`src/rtl/mdfm_pkg.sv`:
```
package mdfm_pkg;

   // retry intervals
   localparam int SLOW_RETRY_MS = 50;
   localparam int FAST_RETRY_MS = 5;
   localparam int CLK_KHZ = 200000;
   localparam int SLOW_RETRY_CYC = SLOW_RETRY_MS * CLK_KHZ;
   localparam int FAST_RETRY_CYC = FAST_RETRY_MS * CLK_KHZ;
   localparam int RETRY_W = 24;

   // overcurrent blanking after each phase-drive edge
   localparam int BLANK_NS = 200;
   localparam int CLK_PERIOD_NS = 5;
   localparam int BLANK_CYC = (BLANK_NS + CLK_PERIOD_NS - 1) / CLK_PERIOD_NS;
   localparam int BLANK_W = 8;

   // sleep-pin reset pulse: low at least this long
   localparam int RST_PULSE_NS = 1000;
   localparam int RST_PULSE_CYC =
      (RST_PULSE_NS + CLK_PERIOD_NS - 1) / CLK_PERIOD_NS;

   localparam int PHASE_W = 6;

   // field codes
   localparam logic [2:0] UV_SEL_SLOW = 3'h0;
   localparam logic [2:0] UV_SEL_FAST = 3'h1;
   localparam logic [2:0] OC_RETRY_SLOW = 3'h0;
   localparam logic [2:0] OC_RETRY_FAST = 3'h1;
   localparam logic [2:0] OC_LATCHED = 3'h2;
   localparam logic [2:0] OC_REPORT = 3'h3;
   localparam logic [2:0] OC_DISABLED = 3'h7;
   localparam logic [1:0] TS_SLOW = 2'h0;
   localparam logic [1:0] TS_FAST = 2'h1;

   // reset values of configuration
   localparam logic [2:0] UV_SEL_RST = UV_SEL_SLOW;
   localparam logic [2:0] OC_MODE_RST = OC_RETRY_FAST;
   localparam logic [1:0] TS_MODE_RST = TS_FAST;

   typedef struct packed {
      logic mainSupplyUv;
      logic regInputUv;
      logic regOutputUv;
      logic chargePumpUv;
      logic senseRefUv;
      logic overcurrent;
      logic serialClockFault;
      logic serialAddrFault;
      logic thermalWarning;
      logic thermalShutdown;
   } mdfm_detect_type;

   typedef struct packed {
      logic       pinVariant;
      logic [2:0] uvRetrySelect;
      logic [2:0] overcurrentMode;
      logic       serialFaultMode;
      logic       thermalWarnReportEnable;
      logic [1:0] thermalShutdownMode;
      logic       senseRefUvEnable;
   } mdfm_config_type;

   typedef struct packed {
      logic powerOnFlag;
      logic faultFlag;
      logic undervoltageFlag;
      logic regInputUvFlag;
      logic regOutputUvFlag;
      logic chargePumpUvFlag;
      logic senseRefUvFlag;
      logic overcurrentFlag;
      logic serialFaultFlag;
      logic overTempFlag;
      logic thermalWarningFlag;
      logic thermalShutdownFlag;
   } mdfm_status_type;

endpackage : mdfm_pkg

```
`src/rtl/mdfm_retry_timer.sv`:
```
`timescale 1ns/1ps
// holds protection until the condition has been absent for a full interval
module mdfm_retry_timer
   import mdfm_pkg::*;
(
   input wire logic clk,
   input wire logic rstSyncB,
   input wire logic clkEn,
   input wire logic condition,
   input wire logic useFast,
   input wire logic [RETRY_W-1:0] slowCycles,
   input wire logic [RETRY_W-1:0] fastCycles,
   output logic holdOff
);

   logic [RETRY_W-1:0] count_q;
   logic active_q;
   logic [RETRY_W-1:0] limit;

   assign limit = useFast ? fastCycles : slowCycles;
   assign holdOff = condition | active_q;

   always_ff @(posedge clk or negedge rstSyncB) begin
      if (!rstSyncB) begin
         count_q <= '0;
         active_q <= 1'b0;
      end else if (clkEn) begin
         if (condition) begin
            // reappearing condition restarts the wait
            count_q <= '0;
            active_q <= 1'b1;
         end else if (active_q) begin
            if (count_q >= limit - 1'b1) begin
               active_q <= 1'b0;
               count_q <= '0;
            end else begin
               count_q <= count_q + 1'b1;
            end
         end
      end
   end

endmodule : mdfm_retry_timer

```
`src/rtl/mdfm_oc_blanker.sv`:
```
`timescale 1ns/1ps
// masks overcurrent detection for a fixed time after any phase-drive edge
module mdfm_oc_blanker
   import mdfm_pkg::*;
(
   input wire logic clk,
   input wire logic rstSyncB,
   input wire logic clkEn,
   input wire logic [PHASE_W-1:0] phaseDrive,
   input wire logic ocRaw,
   output logic ocQualified
);

   logic [PHASE_W-1:0] phase_q;
   logic [BLANK_W-1:0] blank_q;
   logic edgeSeen;

   assign edgeSeen = |(phase_q ^ phaseDrive);
   assign ocQualified = ocRaw & ~edgeSeen & (blank_q == '0);

   always_ff @(posedge clk or negedge rstSyncB) begin
      if (!rstSyncB) begin
         phase_q <= '0;
      end else if (clkEn) begin
         phase_q <= phaseDrive;
      end
   end

   always_ff @(posedge clk or negedge rstSyncB) begin
      if (!rstSyncB) begin
         blank_q <= '0;
      end else if (clkEn) begin
         if (edgeSeen) begin
            blank_q <= BLANK_W'(BLANK_CYC - 1);
         end else if (blank_q != '0) begin
            blank_q <= blank_q - 1'b1;
         end
      end
   end

endmodule : mdfm_oc_blanker

```
`src/rtl/motor_driver_fault_manager.sv`:
```
`timescale 1ns/1ps
module motor_driver_fault_manager
   import mdfm_pkg::*;
#(
   parameter int SLOW_CYCLES = SLOW_RETRY_CYC,
   parameter int FAST_CYCLES = FAST_RETRY_CYC
) (
   input wire logic clk,
   input wire logic rst_b,
   input wire logic clkEn,
   input wire mdfm_detect_type detect,
   input wire mdfm_config_type cfg,
   input wire logic [PHASE_W-1:0] phaseDrive,
   input wire logic clear_fault_bit,
   input wire logic sleep_pin_n,
   output logic fault_out_n_o,
   output logic fault_out_n_oe_b,
   output logic bridgeEnable,
   output logic chargePumpEnable,
   output logic logicEnable,
   output logic serialEnable,
   output logic senseAmpEnable,
   output mdfm_status_type status
);

   ////////////////////////////////////////////////////////////////////////
   // reset release
   logic rstMeta_q;
   logic rstSyncB;

   always_ff @(posedge clk or negedge rst_b) begin
      if (!rst_b) begin
         rstMeta_q <= 1'b0;
         rstSyncB <= 1'b0;
      end else begin
         rstMeta_q <= 1'b1;
         rstSyncB <= rstMeta_q;
      end
   end

   ////////////////////////////////////////////////////////////////////////
   // clear-fault request: control bit or a long enough sleep-pin low pulse
   logic [9:0] sleepLow_q;
   logic sleepPrev_q;
   logic clearReq;
   logic sleepPulse;

   assign sleepPulse = sleep_pin_n & ~sleepPrev_q &
      (sleepLow_q >= 10'(RST_PULSE_CYC));
   assign clearReq = clear_fault_bit | sleepPulse;

   always_ff @(posedge clk or negedge rstSyncB) begin
      if (!rstSyncB) begin
         sleepLow_q <= '0;
         sleepPrev_q <= 1'b1;
      end else if (clkEn) begin
         sleepPrev_q <= sleep_pin_n;
         if (sleep_pin_n) begin
            sleepLow_q <= '0;
         end else if (sleepLow_q != 10'h3ff) begin
            sleepLow_q <= sleepLow_q + 1'b1;
         end
      end
   end

   ////////////////////////////////////////////////////////////////////////
   // effective configuration; pin variant pins everything but the serial fault mode to fixed values
   logic uvFast;
   logic refUvOn;
   logic [2:0] ocMode;
   logic tsFast;
   logic warnReport;
   logic serialReport;

   // pin variant forces fast retry and keeps reference detection off
   assign uvFast = cfg.pinVariant | (cfg.uvRetrySelect == UV_SEL_FAST);
   assign refUvOn = ~cfg.pinVariant & cfg.senseRefUvEnable;
   assign ocMode = cfg.pinVariant ? OC_RETRY_FAST : cfg.overcurrentMode;
   assign tsFast = cfg.pinVariant | (cfg.thermalShutdownMode == TS_FAST);
   assign warnReport = ~cfg.pinVariant & cfg.thermalWarnReportEnable;
   assign serialReport = ~cfg.serialFaultMode;

   ////////////////////////////////////////////////////////////////////////
   // overcurrent qualification
   logic ocSeen;

   mdfm_oc_blanker uBlank (
      .clk(clk),
      .rstSyncB(rstSyncB),
      .clkEn(clkEn),
      .phaseDrive(phaseDrive),
      .ocRaw(detect.overcurrent),
      .ocQualified(ocSeen)
   );

   ////////////////////////////////////////////////////////////////////////
   // retry timers: 0 reg input, 1 reg output, 2 charge pump, 3 reference,
   // 4 overcurrent, 5 thermal shutdown
   localparam int NTMR = 6;
   logic [NTMR-1:0] tmrCond;
   logic [NTMR-1:0] tmrFast;
   logic [NTMR-1:0] tmrHold;
   logic ocAuto;

   assign ocAuto = (ocMode == OC_RETRY_SLOW) | (ocMode == OC_RETRY_FAST);
   // core supply monitors have no enable at all
   assign tmrCond[0] = detect.regInputUv;
   assign tmrCond[1] = detect.regOutputUv;
   assign tmrCond[2] = detect.chargePumpUv;
   assign tmrCond[3] = detect.senseRefUv & refUvOn;
   assign tmrCond[4] = ocSeen & ocAuto;
   assign tmrCond[5] = detect.thermalShutdown;
   assign tmrFast[3:0] = {4{uvFast}};
   assign tmrFast[4] = (ocMode == OC_RETRY_FAST);
   assign tmrFast[5] = tsFast;

   genvar gi;
   generate
      for (gi = 0; gi < NTMR; gi++) begin : gTmr
         mdfm_retry_timer uTmr (
            .clk(clk),
            .rstSyncB(rstSyncB),
            .clkEn(clkEn),
            .condition(tmrCond[gi]),
            .useFast(tmrFast[gi]),
            .slowCycles(RETRY_W'(SLOW_CYCLES)),
            .fastCycles(RETRY_W'(FAST_CYCLES)),
            .holdOff(tmrHold[gi])
         );
      end
   endgenerate

   ////////////////////////////////////////////////////////////////////////
   // latched overcurrent (latched and report-only modes)
   logic ocLatch_q;
   logic ocLatchMode;

   assign ocLatchMode = (ocMode == OC_LATCHED) | (ocMode == OC_REPORT);

   always_ff @(posedge clk or negedge rstSyncB) begin
      if (!rstSyncB) begin
         ocLatch_q <= 1'b0;
      end else if (clkEn) begin
         if (ocSeen & ocLatchMode) begin
            ocLatch_q <= 1'b1;
         end else if (clearReq & ~detect.overcurrent) begin
            ocLatch_q <= 1'b0;
         end
      end
   end

   ////////////////////////////////////////////////////////////////////////
   // status flags, sticky unless they follow their source; a new event beats a simultaneous clear
   logic anyUv;
   logic anyOc;
   logic serialFault;
   logic anyFault;
   logic porSeen_q;
   mdfm_status_type stat_q;

   assign serialFault = detect.serialClockFault | detect.serialAddrFault;
   assign anyUv = |tmrCond[3:0];
   assign anyOc = ocSeen & (ocMode != OC_DISABLED);
   assign anyFault = anyUv | anyOc | detect.thermalShutdown |
      (serialFault & serialReport);

   always_ff @(posedge clk or negedge rstSyncB) begin
      if (!rstSyncB) begin
         porSeen_q <= 1'b0;
      end else if (clkEn) begin
         porSeen_q <= ~detect.mainSupplyUv;
      end
   end

   always_ff @(posedge clk or negedge rstSyncB) begin
      if (!rstSyncB) begin
         stat_q <= '0;
      end else if (clkEn) begin
         // supply back: power-on flag stays low until cleared
         if (detect.mainSupplyUv | (~detect.mainSupplyUv & ~porSeen_q)) begin
            stat_q.powerOnFlag <= 1'b0;
         end else if (clearReq) begin
            stat_q.powerOnFlag <= 1'b1;
         end
         if (anyFault) begin
            stat_q.faultFlag <= 1'b1;
         end else if (clearReq) begin
            stat_q.faultFlag <= 1'b0;
         end
         if (anyUv) begin
            stat_q.undervoltageFlag <= 1'b1;
         end else if (clearReq) begin
            stat_q.undervoltageFlag <= 1'b0;
         end
         // per-source supply flags follow the retry hold-off
         stat_q.regInputUvFlag <= tmrHold[0];
         stat_q.regOutputUvFlag <= tmrHold[1];
         stat_q.chargePumpUvFlag <= tmrHold[2];
         stat_q.senseRefUvFlag <= tmrHold[3];
         if (anyOc) begin
            stat_q.overcurrentFlag <= 1'b1;
         end else if (clearReq & ~ocLatch_q) begin
            stat_q.overcurrentFlag <= 1'b0;
         end
         stat_q.serialFaultFlag <= serialFault;
         if (detect.thermalWarning | detect.thermalShutdown) begin
            stat_q.overTempFlag <= 1'b1;
         end else if (clearReq) begin
            stat_q.overTempFlag <= 1'b0;
         end
         stat_q.thermalWarningFlag <= detect.thermalWarning;
         stat_q.thermalShutdownFlag <= tmrHold[5];
      end
   end

   assign status = stat_q;

   ////////////////////////////////////////////////////////////////////////
   // actions and fault pin
   logic bridgeOff;
   logic reportReq;
   logic outEn_q;
   logic logicEn_q;
   logic serialEn_q;
   logic pumpEn_q;
   logic senseEn_q;
   logic faultLow_q;

   // thermal warning never enters bridgeOff
   assign bridgeOff = tmrHold[0] | tmrHold[1] | tmrHold[2] | tmrHold[4] |
      tmrHold[5] | (ocLatch_q & (ocMode == OC_LATCHED));
   // retry hold keeps the pin low until the driver restarts
   assign reportReq = |tmrHold | ocLatch_q |
      (serialFault & serialReport) |
      (detect.thermalWarning & warnReport);

   always_ff @(posedge clk or negedge rstSyncB) begin
      if (!rstSyncB) begin
         outEn_q <= 1'b0;
         logicEn_q <= 1'b0;
         pumpEn_q <= 1'b0;
      end else if (clkEn) begin
         outEn_q <= ~detect.mainSupplyUv & ~bridgeOff;
         logicEn_q <= ~detect.mainSupplyUv;
         pumpEn_q <= ~detect.mainSupplyUv & ~tmrHold[5];
      end
   end

   always_ff @(posedge clk or negedge rstSyncB) begin
      if (!rstSyncB) begin
         serialEn_q <= 1'b0;
         senseEn_q <= 1'b0;
      end else if (clkEn) begin
         // serial link dropped for regulator faults
         serialEn_q <= ~detect.mainSupplyUv & ~tmrHold[0] & ~tmrHold[1];
         senseEn_q <= ~detect.mainSupplyUv & ~tmrHold[3];
      end
   end

   always_ff @(posedge clk or negedge rstSyncB) begin
      if (!rstSyncB) begin
         faultLow_q <= 1'b0;
      end else if (clkEn) begin
         // during lockout the logic is off and the pin is released
         faultLow_q <= reportReq & ~detect.mainSupplyUv;
      end
   end

   assign bridgeEnable = outEn_q;
   assign logicEnable = logicEn_q;
   assign chargePumpEnable = pumpEn_q;
   assign serialEnable = serialEn_q;
   assign senseAmpEnable = senseEn_q;
   assign fault_out_n_o = 1'b0;
   assign fault_out_n_oe_b = ~faultLow_q;

endmodule : motor_driver_fault_manager

```
`config.mk`:
```
export PLATFORM = sky130hd
export DESIGN_NAME = motor_driver_fault_manager
export DESIGN_NICKNAME = d
export VERILOG_FILES = /design/src/rtl/mdfm_pkg.sv /design/src/rtl/mdfm_retry_timer.sv /design/src/rtl/mdfm_oc_blanker.sv /design/src/rtl/motor_driver_fault_manager.sv
export SDC_FILE = /design/constraint.sdc
export NUM_CORES = 1
export LEC_CHECK = 0
export ABC_AREA = 1
export ABC_CLOCK_PERIOD_IN_PS = 10750
export BUFFER_PORTS_ARGS = -buffer_cell sky130_fd_sc_hd__buf_2
export CORE_MARGIN = 8
export CORE_UTILIZATION = 30
export CTS_BUF_LIST = sky130_fd_sc_hd__clkbuf_16
export CTS_CLUSTER_SIZE = 30
export DETAILED_ROUTE_END_ITERATION = 12
export GPL_TIMING_DRIVEN = 0
export PLACE_DENSITY_LB_ADDON = 0.05
export SYNTH_ARGS = -nofsm -noshare
export SYNTH_HDL_FRONTEND = slang
export SYNTH_SLANG_ARGS = --single-unit
```
`constraint.sdc`:
```
create_clock -name clk -period 10.75 [get_ports clk]
set_input_delay 0.5375 -clock clk [delete_from_list [all_inputs] [get_ports clk]]
set_output_delay 0.5375 -clock clk [all_outputs]
set_load 0.03 [all_outputs]
```
Word-level counts from Yosys, hierarchy flattened --
Index checks and enable logic that the tools add are counted.
Storage, ports and cells: flip-flop bits (word level) 196, bits in latches 0, bits in writable memories 0, bits in read-only memories 0, input bits 33, output and inout port bits 19, memories 0
Cells by class: add/subtract/negate cells 11, multiply operators 0, divide/modulo/power cells 0, magnitude comparators 7, eq/ne operators 7, shift-type cells 0, muxes and demuxes 54, bitwise operators 62, reductions and logical operators 34
Operator list (number):
- $mux W24 | 21
- $add A24 B1 Y24 const B | 6
- $ge A24 B24 Y1 | 6
- $sub A24 B1 Y24 const B | 3
- $mux W1 | 28
- $reduce_and A2 Y1 | 14
- $reduce_bool A2 Y1 | 14
- $or A1 B1 Y1 | 25
- $and A1 B1 Y1 | 22
- $mux W10 | 2
- $mux W8 | 2
- $not A1 Y1 | 14
- $reduce_or A6 Y1 | 2
- $add A10 B1 Y10 const B | 1
- $ge A10 B8 Y1 const B | 1
- $ne A10 B10 Y1 const B | 1
- $logic_not A8 Y1 | 1
- $reduce_bool A8 Y1 | 1
- $sub A8 B1 Y8 const B | 1
- $eq A3 B1 Y1 const B | 2
- $eq A3 B2 Y1 const B | 2
- $xor A6 B6 Y6 | 1
- $reduce_or A4 Y1 | 1
- $logic_not A3 Y1 | 1
- 3 further kinds | 3

Depth between registers and ports, before layout --
depth in word-level cells 12, mapped depth 15

Cells and area by module --
Synthesis repeated with hierarchy kept, for this count alone.
Second synthesis, totals: cell total of the unflattened synthesis 3705, area total of the unflattened synthesis 22515.3 um^2
Modules (own cells, without submodules):
- mdfm_retry_timer at gTmr[0].uTmr ... | instances 4, cells each 572, area an instance 3350.7 um^2, seq. area each 625.6 um^2
- mdfm_retry_timer at gTmr[1].uTmr | instances 1, cells each 551, area an instance 3314.4 um^2, seq. area each 625.6 um^2
- mdfm_retry_timer at gTmr[2].uTmr | instances 1, cells each 520, area an instance 3256.9 um^2, seq. area each 625.6 um^2
- motor_driver_fault_manager | instances 1, cells each 210, area an instance 1601.5 um^2, seq. area each 802.0 um^2
- mdfm_oc_blanker | instances 1, cells each 136, area an instance 939.7 um^2, seq. area each 350.3 um^2

Worst setup path before layout --
No wires, ideal clock.
kind input -> register, from input port cfg[9] (netlist bit), to register gTmr[0].uTmr.count_q[15], arrival time 4511 ps, setup slack 6106 ps, stages 12, buffers on the path 1, cell sequence o31ai_1 -> inv_1 -> ha_1 -> nand2_1 -> nor3b_1 -> nand2_1 -> inv_1 -> o21ai_0 -> and2_1 -> nand4_1 -> buf_2 -> o22ai_1
On the way: word-level cells in the longest chain between the ends 8
RTL lines:
- start: declaration | RTL line motor_driver_fault_manager.sv:12 | input wire mdfm_config_type cfg,
- $eq A3 B1 Y1 | RTL line motor_driver_fault_manager.sv:76 | assign uvFast = cfg.pinVariant | (cfg.uvRetrySelect == UV_SEL_FAST);
- $or A1 B1 Y1 | RTL line motor_driver_fault_manager.sv:76
- $mux W24 | RTL line mdfm_retry_timer.sv:20 | assign limit = useFast ? fastCycles : slowCycles;
- $sub A24 B1 Y24 | RTL line mdfm_retry_timer.sv:33 | if (count_q >= limit - 1'b1) begin
- $ge A24 B24 Y1 | RTL line mdfm_retry_timer.sv:33
- $mux W24 | RTL line mdfm_retry_timer.sv:33
- $mux W24 | RTL line mdfm_retry_timer.sv:32 | end else if (active_q) begin
- $mux W24 | RTL line mdfm_retry_timer.sv:28 | if (condition) begin
- end signal: assignment | RTL line mdfm_retry_timer.sv:37 | count_q <= count_q + 1'b1;
- end: declaration | RTL line mdfm_retry_timer.sv:16 | logic [RETRY_W-1:0] count_q;
Every way passes these cells. The select of a mux whose other input is x is not followed. A chain may end at the register's enable or synchronous reset.

Worst setup path after layout --
from input port cfg[11] (netlist bit), to register gTmr[2].uTmr.count_q[17]
On the way: word-level cells in the longest chain between the ends 7
RTL lines (RTL line):
- $or A1 B1 Y1 | motor_driver_fault_manager.sv:76
- $mux W24 | mdfm_retry_timer.sv:20
- $sub A24 B1 Y24 | mdfm_retry_timer.sv:33
- $ge A24 B24 Y1 | mdfm_retry_timer.sv:33
- $mux W24 | mdfm_retry_timer.sv:33
- $mux W24 | mdfm_retry_timer.sv:32
- $mux W24 | mdfm_retry_timer.sv:28
- end signal: assignment | mdfm_retry_timer.sv:37
- end: declaration | mdfm_retry_timer.sv:16
Every way passes these cells. The select of a mux whose other input is x is not followed.

==> flow_metrics.tcl <==
set metrics [dict create \
    status "completed" \
    power_w 0.00193 \
    ys_seq_area_frac 0.385 \
    finalSetupTns_ns 0 \
    cts_made_buffers 17 \
    cts_buffer_depth 2 \
    syn_avg_cell_area_sq_um 7.42 \
    syn_to_final_growth_pct 13.4 \
    cap_violations 0 \
    dr.pass1.iters 5 \
    die_area_sq_mm 0.0494 \
    p_leak_nw 6.44 \
    ioPinCount 52 \
    fmax_mhz 289 \
    synth_ff_type "dfrtp_1" \
    finalMaxSlewViolations 0 \
    clock_latency_ns 0.49 \
    syn_inst 1719 \
    post_drt_wl_per_cell_microns 16.1 \
    hold_viol 0 \
    dp_slack_ns 6.62 \
    synth_edf_count 0 \
    fp.dieW_microns 222 \
    post-dp-hpwl_mm 28.6 \
    rows 75 \
    htreeDepth 4 \
    finalWirelength_mm 37.8 \
    synthMuxAreaShare 0.00157 \
    endpoint_kind "register" \
    crit_fanout 16 \
    drive_gt1_frac 0.0880 \
    gp_congestion 0.818 \
    yosys_warnings 0 \
    path_class "in2reg" \
    drtIter0Drc 681 \
    fin_ws_ns 7.29 \
    cts_sinks 196 \
    top_layer "met4" \
    synth_compound_area_frac 0.0920 \
    final_net_count 1887 \
    async_flop_share 1.00 \
    gr-usage-all-layers 0.158 \
    grt_pass1_wl_mm 62.5 \
    cp.required_ns 11.16 \
    synth-xor-area-share 0.0728 \
    path_clk_slew_ns 0.07 \
    antenna_found_initial 0 \
    cts_root_buf "clkbuf_16" \
    peakVddDrop_v 0.0000883 \
    portBuffers 50 \
    synth_top_family_by_area "simple AND/OR/NAND/NOR gates" \
    ant_nets 0 \
    r2r_setup_slack_ns 8.42 \
    tritoncts "done" \
    critPathLaunchType "input pin" \
    synth_nets 1812 \
    crit_arrival_ns 3.87 \
    synth_simple_gate_area_frac 0.315 \
    ys_types 51 \
    met2_length_mm 16.7 \
    drc 0 \
    grt_max_degree 54 \
    synthAdderAreaFrac 0.0589 \
    dr_wl_met3_mm 1.12 \
    period_share 0.322 \
    core-area_sq_mm 0.0419 \
    die_y_microns 222 \
    hold_path.class "in2reg" \
    mostFrequentLayoutCells "nand2_1 (460), inv_1 (197), dfrtp_1 (194)" \
    drt-met1-wl_mm 19.3 \
    tightest_slew_ns 0.927 \
    power_density_mw_per_mm2 133 \
    grt_pass1_vias 11327 \
    diodes 0 \
    start_util 0.304 \
    final.setup_skew_ns 0.00824 \
    viasPerCell 4.82 \
    slew_headroom 0.382 \
    min_period_ns 3.46 \
    fill_cells 4510 \
    synth_area_sq_mm 0.0128 \
    yosys_register_bits 196 \
    layout_commonest_cell "nand2_1" \
    vias 11319 \
    grt_setup_unrepaired "no" \
    overflow 0 \
    setup_viol 0 \
]
-- cell families after synthesis --
kind of cell | count (synthesis)
xor gates and xnor gates | 106
muxes | 2
and+or+nand+nor | 899
other | 2
AOI/OAI and AO/OA | 213
adders and majority gates | 60
buffers and inverters | 241
DFF | 196
-- final cells by class --
cell class	count	area (sq um)	share of cell area
buffer	36	180	0.0125
multi-input combinational	1282	6910	0.478
clock inverter	15	189	0.0131
tap	539	674	0.0466
sequential	196	4910	0.340
inverter	205	769	0.0532
timing repair buffer	56	398	0.0275
clock buffer	17	425	0.0294
-- worst max-delay path: stages --
cell	delay, ns
buf_2	0.12
inv_2	0.25
o31ai_4	0.22
buf_16	0.21
buf_16	0.16
inv_1	0.58
ha_1	0.37
nand2_1	0.07
nor2_1	0.04
a211oi_1	0.16
nand2_1	0.11
a21oi_1	0.18
nand4_1	0.32
buf_2	0.35
o21ai_1	0.16
-- per-stage QoR --
stage           util  cells  cell area [sq um]  hold slack, ns
2_1_floorplan      -   1719              12800           0.242
3_5_place_dp   0.330   2313              13800           0.326
3_3_place_gp   0.326   2308              13700           0.323
6_report       0.345   2346              14500           0.288
4_1_cts        0.345   2346              14500           0.238
5_1_grt        0.345   2346              14500           0.265
-- registers in the layout (all words and copies together) (netlist names), 6 cells and up --
name,flops
gTmr.uTmr.count_q,144
status,12
uBlank.phase_q,6
sleepLow_q,10
uBlank.blank_q,8
gTmr.uTmr.active_q,6
-- power breakdown --
group / total [W] / leakage (nW) / internal [W] / switching [W]
combinational: 0.000335 / 3.52 / 0.000121 / 0.000214
clock: 0.000701 / 0.307 / 0.000387 / 0.000314
sequential: 0.000895 / 2.62 / 0.000805 / 0.0000898
total: 0.00193 / 6.44 / 0.00131 / 0.000618
-- worst paths after layout --
path	start	endpoint	depth (start not counted)
worst min-delay path	phaseDrive[1]	uBlank.phase_q[1]$_DFFE_PN0P_	3
worst max register to register	gTmr[3].uTmr.count_q[15]$_DFFE_PN0P_	gTmr[3].uTmr.count_q[5]$_DFFE_PN0P_	10
worst min register to register	rstSyncB$_DFF_PN0_	gTmr[5].uTmr.count_q[8]$_DFFE_PN0P_	0
min in group asynchronous	rstSyncB$_DFF_PN0_	gTmr[5].uTmr.count_q[8]$_DFFE_PN0P_	0
max in group asynchronous	rstSyncB$_DFF_PN0_	gTmr[2].uTmr.count_q[13]$_DFFE_PN0P_	2
worst max-delay path	cfg[11]	gTmr[2].uTmr.count_q[17]$_DFFE_PN0P_	15
-- per-layer routing --
metal | global-route usage | up-vias
met5 | 0 | -
met4 | 0.0590 | 0
met3 | 0.0254 | 41
met2 | 0.245 | 160
met1 | 0.220 | 5298
li1 | - | 5820
-- cell usage after synthesis, types with 22 or more instances --
library cell  count  share of area
o21ai_1          50          0.020
xnor2_1          27          0.019
o21ai_0          77          0.030
xor2_1           79          0.054
nand2_1         460           0.14
nand4_1          74          0.036
nor3_1           50          0.020
o22ai_1          44          0.022
a21oi_1          22         0.0086
dfrtp_1         195           0.38
ha_1             60          0.059
nand3_1          92          0.036
inv_1           195          0.057
nor2_1          148          0.044
-- timing repair --
item                      CTS  global route
resized for setup           0             0
setup buffers               0             0
hold buffers                1             0
hold endpoints to repair    2             0
Note: power is estimated with default switching activity, not from simulation.
